--- src/pkg/pio_pkg.sv ---
// Purpose: Shared constants and carriers for the parallel port block.
// Assumes: Classic Wishbone slave, 32-bit data, word-indexed registers.
// Notes:   Register indices are multiplied by four to form byte addresses.
package pio_pkg;

   // Register indices as printed, and of our own for unprinted ones.
   localparam logic [7:0] IDX_PORT_A_LATCH = 8'h00;
   localparam logic [7:0] IDX_PORT_B_LATCH = 8'h01;
   localparam logic [7:0] IDX_PORT_C_LATCH = 8'h02;
   localparam logic [7:0] IDX_PORT_D_LATCH = 8'h03;
   localparam logic [7:0] IDX_PORT_A_DIR   = 8'h04;
   localparam logic [7:0] IDX_PORT_B_DIR   = 8'h05;
   localparam logic [7:0] IDX_PORT_C_DIR   = 8'h06;
   localparam logic [7:0] IDX_PORT_D_DIR   = 8'h07;

   // Port widths.
   localparam int A_W = 7;
   localparam int B_W = 8;
   localparam int C_W = 5;
   localparam int D_W = 2;

   // Field positions and the converter select width.
   localparam int CLK_OUT_BIT  = 7;
   localparam int CLK_OUT_PIN  = 2;
   localparam int TIMER_B_LSB  = 6;
   localparam int CONV_SEL_W   = 5;

   // Reset values of direction registers.
   localparam logic [7:0] DIR_RESET = 8'h00;

   // Pin pair of one port: output level and output enable.
   typedef struct packed {
      logic [7:0] out;
      logic [7:0] oe;
   } pio_drive_type;

endpackage

--- src/core/pio_ports.sv ---
// Purpose: General-purpose ports A to D with peripheral pin sharing.
// Assumes: One clock, synchronous active-high reset, Wishbone classic.
// Notes:   Pin inputs are double-flopped before any read path sees them.
//
// Summary of operation
// - Direction one drives latch, zero floats pin.
// - Reset clears A, B, C, D directions and clock enable.
// - Reset leaves data latches untouched.
// - Port A read muxes latch or pin.
// - Port B read muxes latch or pin.
// - Port C read muxes latch or pin.
// - Latch writes always land, whatever direction.
// - Widths are seven, eight, five, two pins.
// - Converter selection takes pin from timer.
// - Converter pin reads zero when input.
// - Converter pin ignores direction for drive.
// - Timer B select claims upper port B pins.
// - Timer A select claims port D pins.
// - Timer pins: direction only steers read.
// - Port C bit seven drives clock on pin two.
// - Port D read muxes latch or pin.
`timescale 1ns/1ps

module pio_ports
(
   // Clock, reset and enable.
   input  wire logic        clk_i,
   input  wire logic        rst_i,
   input  wire logic        ce_i,
   // Wishbone slave.
   input  wire logic        cyc_i,
   input  wire logic        stb_i,
   input  wire logic        we_i,
   input  wire logic [9:0]  adr_i,
   input  wire logic [3:0]  sel_i,
   input  wire logic [31:0] dat_i,
   output logic      [31:0] dat_o,
   output logic             ack_o,
   // Peripheral sharing controls.
   input  wire logic [4:0]  converter_channel_select_i,
   input  wire logic        converter_active_i,
   input  wire logic [1:0]  timer_b_edge_level_select_i,
   input  wire logic [1:0]  timer_a_edge_level_select_i,
   input  wire logic [1:0]  timer_b_channel_pins_out_i,
   input  wire logic [1:0]  timer_a_channel_pins_out_i,
   input  wire logic [1:0]  timer_b_channel_pins_oe_i,
   input  wire logic [1:0]  timer_a_channel_pins_oe_i,
   input  wire logic        sys_clk_level_i,
   // Pins.
   input  wire logic [6:0]  pin_a_i,
   input  wire logic [7:0]  pin_b_i,
   input  wire logic [4:0]  pin_c_i,
   input  wire logic [1:0]  pin_d_i,
   output logic      [6:0]  pin_a_o,
   output logic      [6:0]  pin_a_oe_o,
   output logic      [7:0]  pin_b_o,
   output logic      [7:0]  pin_b_oe_o,
   output logic      [4:0]  pin_c_o,
   output logic      [4:0]  pin_c_oe_o,
   output logic      [1:0]  pin_d_o,
   output logic      [1:0]  pin_d_oe_o,
   output logic      [7:0]  converter_pin_sel_o,
   output logic      [1:0]  timer_b_pin_level_o,
   output logic      [1:0]  timer_a_pin_level_o
);

   // Data latches, deliberately without reset.
   logic [6:0] port_a_pin_latch;
   logic [7:0] port_b_pin_latch;
   logic [4:0] port_c_pin_latch;
   logic [1:0] port_d_pin_latch;
   // Direction registers.
   logic [6:0] port_a_direction;
   logic [7:0] port_b_direction;
   logic [4:0] port_c_direction;
   logic [1:0] port_d_direction;
   logic       clock_output_enable;
   // Synchronisers.
   logic [21:0] sync1;
   logic [21:0] sync2;
   logic [6:0]  a_s;
   logic [7:0]  b_s;
   logic [4:0]  c_s;
   logic [1:0]  d_s;
   // Decode.
   logic       req;
   logic       wr;
   logic [7:0] idx;
   logic [7:0] conv_sel;
   logic [7:0] next_b_read;
   pio_pkg::pio_drive_type drv_b;

   assign req = cyc_i & stb_i & ~ack_o;
   // A write lands at the edge where the master samples ack high.
   assign wr  = cyc_i & stb_i & ack_o & we_i & sel_i[0];
   assign idx = adr_i[9:2];

   // Decodes a channel number into a one-hot port B pin select.
   function automatic logic [7:0] chan_dec(input logic [4:0] ch,
                                           input logic act);
      logic [7:0] r;
      r = 8'h00;
      if (act && ch < 5'h08)
      begin
         r[ch[2:0]] = 1'b1;
      end
      return r;
   endfunction

   // Picks latch where direction is output, else the synced pin.
   function automatic logic [7:0] rd_mux(input logic [7:0] lat,
                                         input logic [7:0] pin,
                                         input logic [7:0] dir);
      return (lat & dir) | (pin & ~dir);
   endfunction

   assign conv_sel = chan_dec(converter_channel_select_i,
                              converter_active_i);

   // Two-stage pin synchroniser; only the second stage is read.
   always_ff @(posedge clk_i)
   begin
      if (ce_i)
      begin
         sync1 <= {pin_d_i, pin_c_i, pin_b_i, pin_a_i};
         sync2 <= sync1;
      end
   end
   assign {d_s, c_s, b_s, a_s} = sync2;

   // Data latches take every write and ignore reset.
   always_ff @(posedge clk_i)
   begin
      if (ce_i && wr)
      begin
         case (idx)
            pio_pkg::IDX_PORT_A_LATCH: port_a_pin_latch <= dat_i[6:0];
            pio_pkg::IDX_PORT_B_LATCH: port_b_pin_latch <= dat_i[7:0];
            pio_pkg::IDX_PORT_C_LATCH: port_c_pin_latch <= dat_i[4:0];
            pio_pkg::IDX_PORT_D_LATCH: port_d_pin_latch <= dat_i[1:0];
            default: ;
         endcase
      end
   end

   // Direction registers clear at reset.
   always_ff @(posedge clk_i)
   begin
      if (rst_i)
      begin
         port_a_direction    <= pio_pkg::DIR_RESET[6:0];
         port_b_direction    <= pio_pkg::DIR_RESET;
         port_c_direction    <= pio_pkg::DIR_RESET[4:0];
         clock_output_enable <= 1'b0;
         port_d_direction    <= pio_pkg::DIR_RESET[1:0];
      end
      else if (ce_i && wr)
      begin
         case (idx)
            pio_pkg::IDX_PORT_A_DIR: port_a_direction <= dat_i[6:0];
            pio_pkg::IDX_PORT_B_DIR: port_b_direction <= dat_i[7:0];
            pio_pkg::IDX_PORT_C_DIR:
            begin
               port_c_direction    <= dat_i[4:0];
               clock_output_enable <= dat_i[pio_pkg::CLK_OUT_BIT];
            end
            pio_pkg::IDX_PORT_D_DIR: port_d_direction <= dat_i[1:0];
            default: ;
         endcase
      end
   end

   // Port B read: converter pins read zero when input.
   always_comb
   begin
      next_b_read = rd_mux(port_b_pin_latch, b_s, port_b_direction);
      next_b_read = next_b_read & ~(conv_sel & ~port_b_direction);
   end

   // Bus answer one cycle after the request, unmapped reads zero.
   always_ff @(posedge clk_i)
   begin
      if (rst_i)
      begin
         ack_o <= 1'b0;
         dat_o <= 32'h0000_0000;
      end
      else if (ce_i)
      begin
         ack_o <= req;
         dat_o <= 32'h0000_0000;
         if (req && !we_i)
         begin
            case (idx)
               pio_pkg::IDX_PORT_A_LATCH:
                  dat_o[7:0] <= rd_mux({1'b0, port_a_pin_latch}, {1'b0, a_s},
                                       {1'b0, port_a_direction});
               pio_pkg::IDX_PORT_B_LATCH: dat_o[7:0] <= next_b_read;
               pio_pkg::IDX_PORT_C_LATCH:
                  dat_o[7:0] <= rd_mux({3'h0, port_c_pin_latch}, {3'h0, c_s},
                                       {3'h0, port_c_direction});
               pio_pkg::IDX_PORT_D_LATCH:
                  dat_o[7:0] <= rd_mux({6'h00, port_d_pin_latch}, {6'h00, d_s},
                                       {6'h00, port_d_direction});
               pio_pkg::IDX_PORT_A_DIR: dat_o[6:0] <= port_a_direction;
               pio_pkg::IDX_PORT_B_DIR: dat_o[7:0] <= port_b_direction;
               pio_pkg::IDX_PORT_C_DIR:
                  dat_o[7:0] <= {clock_output_enable, 2'b00, port_c_direction};
               pio_pkg::IDX_PORT_D_DIR: dat_o[1:0] <= port_d_direction;
               default: dat_o <= 32'h0000_0000;
            endcase
         end
      end
   end

   // Port B drive: converter beats timer beats plain port.
   always_comb
   begin
      drv_b.oe  = port_b_direction & ~conv_sel;
      drv_b.out = port_b_pin_latch;
      for (int i = 0; i < 2; i++)
      begin
         if (timer_b_edge_level_select_i[i]
             && !conv_sel[pio_pkg::TIMER_B_LSB + i])
         begin
            drv_b.oe[pio_pkg::TIMER_B_LSB + i]  = timer_b_channel_pins_oe_i[i];
            drv_b.out[pio_pkg::TIMER_B_LSB + i] = timer_b_channel_pins_out_i[i];
         end
      end
   end

   // Registered pin drivers.
   always_ff @(posedge clk_i)
   begin
      if (rst_i)
      begin
         pin_a_oe_o <= 7'h00;
         pin_b_oe_o <= 8'h00;
         pin_c_oe_o <= 5'h00;
         pin_d_oe_o <= 2'h0;
         pin_a_o    <= 7'h00;
         pin_b_o    <= 8'h00;
         pin_c_o    <= 5'h00;
         pin_d_o    <= 2'h0;
      end
      else if (ce_i)
      begin
         pin_a_oe_o <= port_a_direction;
         pin_a_o    <= port_a_pin_latch;
         pin_b_oe_o <= drv_b.oe;
         pin_b_o    <= drv_b.out;
         pin_c_oe_o <= port_c_direction;
         pin_c_o    <= port_c_pin_latch;
         if (clock_output_enable)
         begin
            pin_c_oe_o[pio_pkg::CLK_OUT_PIN] <= 1'b1;
            pin_c_o[pio_pkg::CLK_OUT_PIN]    <= sys_clk_level_i;
         end
         for (int i = 0; i < 2; i++)
         begin
            if (timer_a_edge_level_select_i[i])
            begin
               pin_d_oe_o[i] <= timer_a_channel_pins_oe_i[i];
               pin_d_o[i]    <= timer_a_channel_pins_out_i[i];
            end
            else
            begin
               pin_d_oe_o[i] <= port_d_direction[i];
               pin_d_o[i]    <= port_d_pin_latch[i];
            end
         end
      end
   end

   // Peripheral-side views of the pins.
   always_ff @(posedge clk_i)
   begin
      if (rst_i)
      begin
         converter_pin_sel_o <= 8'h00;
         timer_b_pin_level_o <= 2'h0;
         timer_a_pin_level_o <= 2'h0;
      end
      else if (ce_i)
      begin
         converter_pin_sel_o <= conv_sel;
         timer_b_pin_level_o <= b_s[7:6] & timer_b_edge_level_select_i
                                & ~conv_sel[7:6];
         timer_a_pin_level_o <= d_s & timer_a_edge_level_select_i;
      end
   end

   // Port A, B and C direction bits and the clock enable clear after reset.
   property p_dir_reset;
      @(posedge clk_i) rst_i |=> (port_a_direction == 7'h00
         && port_b_direction == 8'h00 && port_c_direction == 5'h00
         && !clock_output_enable);
   endproperty
   a_dir_reset: assert property (p_dir_reset) else $error("dir not cleared");

   // Plain port A pins follow direction one cycle on.
   property p_a_oe;
      @(posedge clk_i) disable iff (rst_i)
      ce_i ##1 ce_i |-> pin_a_oe_o == $past(port_a_direction);
   endproperty
   a_a_oe: assert property (p_a_oe) else $error("port a oe wrong");

   // Latch write lands whatever direction.
   property p_latch_wr;
      @(posedge clk_i) disable iff (rst_i)
      (ce_i && wr && idx == 8'h00) |=> port_a_pin_latch == $past(dat_i[6:0]);
   endproperty
   a_latch_wr: assert property (p_latch_wr) else $error("latch write lost");

   // Clock enable bit forces pin two driven.
   property p_clk_out;
      @(posedge clk_i) disable iff (rst_i)
      (ce_i && clock_output_enable) |=> pin_c_oe_o[2];
   endproperty
   a_clk_out: assert property (p_clk_out) else $error("clock pin not driven");

   // A converter-selected pin is never driven.
   property p_conv;
      @(posedge clk_i) disable iff (rst_i)
      ce_i |-> (drv_b.oe & conv_sel) == 8'h00;
   endproperty
   a_conv: assert property (p_conv) else $error("converter pin driven");

   // Converter input pin reads zero.
   property p_conv_rd;
      @(posedge clk_i) disable iff (rst_i)
      ((next_b_read & conv_sel & ~port_b_direction) == 8'h00);
   endproperty
   a_conv_rd: assert property (p_conv_rd) else $error("converter read nonzero");

   // Synchroniser delays the pin exactly two cycles.
   property p_sync;
      @(posedge clk_i) disable iff (rst_i)
      ce_i ##1 ce_i |=> a_s == $past(pin_a_i, 2);
   endproperty
   a_sync: assert property (p_sync) else $error("sync depth wrong");

   // Ack is a single-cycle pulse one cycle after request.
   property p_ack;
      @(posedge clk_i) disable iff (rst_i)
      (ce_i && req) |=> ack_o ##1 (!ack_o || !ce_i);
   endproperty
   a_ack: assert property (p_ack) else $error("ack timing wrong");

endmodule // pio_ports

--- config.mk ---
export PLATFORM = sky130hd
export DESIGN_NAME = pio_ports
export DESIGN_NICKNAME = d
export VERILOG_FILES = /design/src/pkg/pio_pkg.sv /design/src/core/pio_ports.sv
export SDC_FILE = /design/constraint.sdc
export NUM_CORES = 1
export LEC_CHECK = 0
export ABC_AREA = 1
export BUFFER_PORTS_ARGS = -buffer_cell sky130_fd_sc_hd__clkbuf_2
export CORE_MARGIN = 3
export CORE_UTILIZATION = 47
export DETAILED_ROUTE_END_ITERATION = 7
export MAX_ROUTING_LAYER = met4
export PLACE_DENSITY = 0.79
export SETUP_SLACK_MARGIN = 0.05
export SYNTH_ARGS = -nofsm -noshare
export SYNTH_HDL_FRONTEND = slang
export SYNTH_SLANG_ARGS = --single-unit
--- constraint.sdc ---
create_clock -name clk_i -period 1.8 [get_ports clk_i]
set_clock_uncertainty 0.1 [all_clocks]
set_input_delay 0.36 -clock clk_i [delete_from_list [all_inputs] [get_ports clk_i]]
set_output_delay 0.36 -clock clk_i [all_outputs]
set_load 0.005 [all_outputs]
# After elaboration in Yosys (flattened, before gate mapping)
# Cells that the tools add are included.
[totals]
reg_bits = 178
[classes]
n_eq_ne = 7
magnitude_cmp = 3
n_bitwise = 31
mux = 17
n_reduce_logical = 18
[ops]
columns = ["cell", "n"]
rows = [
  ["AND 8 bit", 5],
  ["case mux 5 bit (7 select lines)", 1],
  ["== test 8 x 3 -> 1 bit, second input constant", 4],
  ["inverter 8 bit", 3],
  ["== test 8 x 2 -> 1 bit, second input constant", 2],
  ["two-way mux 8 bit", 2],
  ["case mux 2 bit (8 select lines)", 1],
  ["AND reduction 2 bit", 8],
  ["two-way mux 1 bit", 11],
  ["AND 2 bit", 4],
  ["AND 2 x 8 -> 8 bit", 1],
  ["AND 5 x 8 -> 8 bit", 1],
  ["AND 7 x 8 -> 8 bit", 1],
  ["== test 8 x 1 -> 1 bit, second input constant", 1],
  ["logical NOT 8 bit", 1],
  ["inverter 2 -> 8 bit", 1],
  ["inverter 5 -> 8 bit", 1],
  ["inverter 7 -> 8 bit", 1],
  ["OR 2 x 8 -> 8 bit", 1],
  ["OR 5 x 8 -> 8 bit", 1],
  ["OR 7 x 8 -> 8 bit", 1],
  ["OR 8 bit", 1],
  ["AND 7 bit", 1],
  ["logical AND 1 bit", 6],
  ["other kinds (10)", 16],
]

# Depth between registers and ports, before layout
[depth]
word_depth = 10
mapped_depth = 10
ltp_nobuf = 10

# Worst setup path before layout
# No wires, ideal clock.
[synth_path]
kind = "input to register"
startpoint = "input port cyc_i"
endpoint = "register port_b_pin_latch[0], enable pin"
arrival_time_ns = 1.424
required_time_ns = 1.317
setup_ns = 0.383
slack_ns = -0.108
cell_stages = 4
path_cell_list = "nand2_1 nor2_1 nand3_1 nor3_1"
[synth_between]
elab_chain_cells = 6
[synth_rtl]
columns = ["element", "line", "source"]
rows = [
  ["start, declared", "pio_ports.sv:31", "input wire logic cyc_i,"],
  ["AND 1 bit (4 in series)", "pio_ports.sv:95", "assign wr = cyc_i & stb_i & ack_o & we_i & sel_i[0];"],
  ["logical AND 1 bit", "pio_ports.sv:134", "if (ce_i && wr)"],
  ["AND reduction 2 bit (no source line)", "-", ""],
  ["end signal, assigned", "pio_ports.sv:138", "pio_pkg::IDX_PORT_B_LATCH: port_b_pin_latch <= dat_i[7:0];"],
  ["end, declared", "pio_ports.sv:69", "logic [7:0] port_b_pin_latch;"],
]
# No other way between the ends.
# A chain may end at the register's enable or synchronous reset.

# Worst setup path after layout
[layout_path]
startpoint = "register ack_o"
endpoint = "register port_b_direction[0]"
[layout_between]
elab_chain_cells = 5
[layout_rtl]
columns = ["element", "line", "source"]
rows = [
  ["start, declared", "pio_ports.sv:38", "output logic ack_o,"],
  ["start signal, assigned", "pio_ports.sv:190", "ack_o <= req;"],
  ["AND 1 bit (3 in series)", "pio_ports.sv:95", ""],
  ["logical AND 1 bit", "pio_ports.sv:157", "else if (ce_i && wr)"],
  ["AND reduction 2 bit (no source line)", "-", ""],
  ["end signal, assigned", "pio_ports.sv:152", "port_b_direction <= pio_pkg::DIR_RESET;"],
  ["end signal, assigned", "pio_ports.sv:161", "pio_pkg::IDX_PORT_B_DIR: port_b_direction <= dat_i[7:0];"],
  ["end, declared", "pio_ports.sv:74", "logic [7:0] port_b_direction;"],
]
# No other way between the ends.

==> impl_metrics.ini <==
[floorplan]
core_um2 = 12900
initial_core_util_pct = 49.0
dieArea_um2 = 14800
ioPinCount = 182
die_h_um = 122
fp.dieW_um = 122
rows = 41

[clocking]
cts_setup_buffers = 0
cts-root-buf = clkbuf_16
cts_tree = done
clk_latency_ns = 0.42
cts.sinks = 154
cts_made_buffers = 17
cts_buffer_depth = 2
path_clk_slew_ns = 0.06
htree_levels = 4

[sta]
slew_violations = 0
fin_crit_sh_pct = 85.9
fmax_mhz = 646
rsz0062_at_grt = false
hold_viol = 0
setup_viol = 0
min_period_ns = 1.55

[power]
combPwrFrac_pct = 6.4
sw_frac_of_total_pct = 22.0
power_leakage_nw = 3.35
power.share.clock_pct = 43.9
fin_total_pwr_w = 0.00774
vdd_drop_max_uv = 782
pwr-share-seq_pct = 49.6
internal-power_w = 0.00604
powerDensity_nw_per_um2 = 992
switching_power_w = 0.00171

[placement]
hpwl_um = 10600
gp_congestion = 0.903
dp.cells = 1006
io_buffer_count = 128
placed_area_um2 = 7150

[setup_path]
r2r-start = ack_o$_SDFFE_PP0P_
end_kind = flip-flop
r2r_end = port_b_direction[0]$_SDFFE_PP0P_
r2r_cells = 6
cp-startpoint = ack_o$_SDFFE_PP0P_
required_ns = 2.00
regToRegSetupSlack_ns = 0.25
critPathLaunchType = flip-flop
crit_arrival_ns = 1.75
worstPathMaxFanout = 16
path_class = flip-flop to flip-flop

[final_layout]
diodes = 0
drive_gt1_share_pct = 23.7
fin_cells = 1046
syn_to_final_growth_pct = 23.8
fill_cells = 1081
nNetsFinal = 954
final_design_area_no_fill_um2 = 7810

[routing]
drt-initial-drc-count = 454
routed_via_density = 5.05
drtAntennaViolNets = 0
drt_wl_total_um = 15300
firstDrtPassIters = 5
vias = 5278
wl_per_cell_um = 14.6
drt_drc_violations_left = 0

[global_route]
antenna_found_initial = 0
grt_pass1_vias = 4916
overflow = 0
grtUsageTotal_pct = 21.8
grt_max_degree = 79
grt_pass1_wl_um = 24100

[synth]
synth_edf_count = 66
synth_area_um2 = 6300
yosysWarnings = 0
ys_seq_area_share_pct = 59.4
ys_types = 29
synth_ff_type = dfxtp_1
ys_seq_elements = 154
syn_avg_cell_area_um2 = 8.86
async_flop_share_pct = 0
netlist_instances = 712

[outcome]
status = complete, no violations

[min_path]
holdPathStages = 1
min_from = pin_a_i[2]
hp-class = primary input to flip-flop
holdPathEnd = sync1[2]$_DFFE_PP_

[run]
drv_cap = 0
## sequential cells by signal, indices dropped and copies added (netlist names), 7 cells and up
signal / cells
sync1: 22
sync2: 22
converter_pin_sel_o: 8
dat_o: 8
pin_b_o: 8
pin_b_oe_o: 8
port_b_direction: 8
port_b_pin_latch: 8
pin_a_o: 7
pin_a_oe_o: 7
port_a_direction: 7
port_a_pin_latch: 7
## per-stage QoR
stage          utilization, %  TNS [ns]  hold slack [ns]  setup WS (ns)
6_report                 60.6         0           0.0157          0.253
4_1_cts                  60.5         0         0.000742          0.126
3_5_place_dp             55.5    -0.348            0.305        -0.0755
3_3_place_gp             55.5    -0.793            0.301         -0.164
5_1_grt                  60.6         0          0.00289          0.127
2_1_floorplan               -    -0.703            0.300        -0.0615
## logic make-up (layout without fill, tap and decap cells)
family	count (synthesis)	count (layout)	share of synthesized area, %
buf+inv	104	243	8.24
simple gates	319	319	21.0
other cells	1	24	0.0595
compound gates	134	134	11.3
flops	154	154	59.4
## cell usage after synthesis (all sizes together), types with 2 or more instances
master  number  share of area (%)
nand2      145                8.9
nor2       121                7.9
dfxtp       88                 28
o21ai       76                6.2
edfxtp      66                 31
inv         53                3.2
a21oi       50                4.1
nand3       48                3.8
buf         34                4.0
clkbuf      15               0.89
o211ai       6               0.71
nor3         3               0.24
clkinv       2               0.20
## worst max path at each step
stage	end	slack [ns]	cells past startpoint
floorplan	port_c_pin_latch[0]$_DFFE_PP_	-0.06	4
detailed placement	port_c_pin_latch[3]$_DFFE_PP_	-0.08	6
global route	port_b_direction[0]$_SDFFE_PP0P_	0.13	6
finish	port_b_direction[0]$_SDFFE_PP0P_	0.25	6
CTS	port_c_pin_latch[2]$_DFFE_PP_	0.13	3
global placement	port_c_pin_latch[4]$_DFFE_PP_	-0.16	6
## worst max-delay path: stages, from the launching register on
cell     delay (ns)
dfxtp_1        0.39
nand3_2        0.20
buf_4          0.22
nor2_2         0.08
inv_2          0.13
o21ai_0        0.24
a21oi_1        0.07
## power groups by stage
stage	logic [W]	clock network [W]	registers, W
final	0.000498	0.00340	0.00384
after global routing	0.000561	0.00361	0.00385
after floorplan	0.000259	0	0.00391
after detailed placement	0.000480	0	0.00392
after CTS	0.000497	0.00345	0.00384
after global placement	0.000472	0	0.00391
## layout make-up
cell class                      count  area, µm²  share of cell area, %
Multi-Input combinational cell    477       2140                   27.5
Inverter                           55        211                   2.71
Tap cell                          172        215                   2.76
Clock inverter                     14        130                   1.67
Timing Repair Buffer              156        923                   11.8
Sequential cell                   154       3740                   47.9
Clock buffer                       18        439                   5.62
## cells in the final DEF, fill, tap and decap left out, drive strengths merged
cell / count
nand2: 145
clkbuf: 145
nor2: 121
dfxtp: 88
o21ai: 76
edfxtp: 66
inv: 53
a21oi: 50
nand3: 48
conb: 24
buf: 21
clkinv: 10
dlygate4sd3: 8
o211ai: 6
clkinvlp: 4
nor3: 3
bufinv: 2
nor4: 1
or2: 1
o221ai: 1
a31oi: 1
## metal layers
layer | vias to the layer above | share of wire, % | global-route usage [%]
met5 | - | 0 | -
met4 | 0 | 2.5 | 7.70
met3 | 35 | 8.4 | 5.39
met2 | 247 | 46 | 33.0
met1 | 2398 | 43 | 28.6
li1 | 2598 | - | -
## timing repair
action	CTS	global route
setup endpoints to repair	0	6
hold buffers	7	1
endpoints found under the hold margin	7	1
gates resized for setup	0	2
Note: power is estimated with default switching activity, not from simulation.
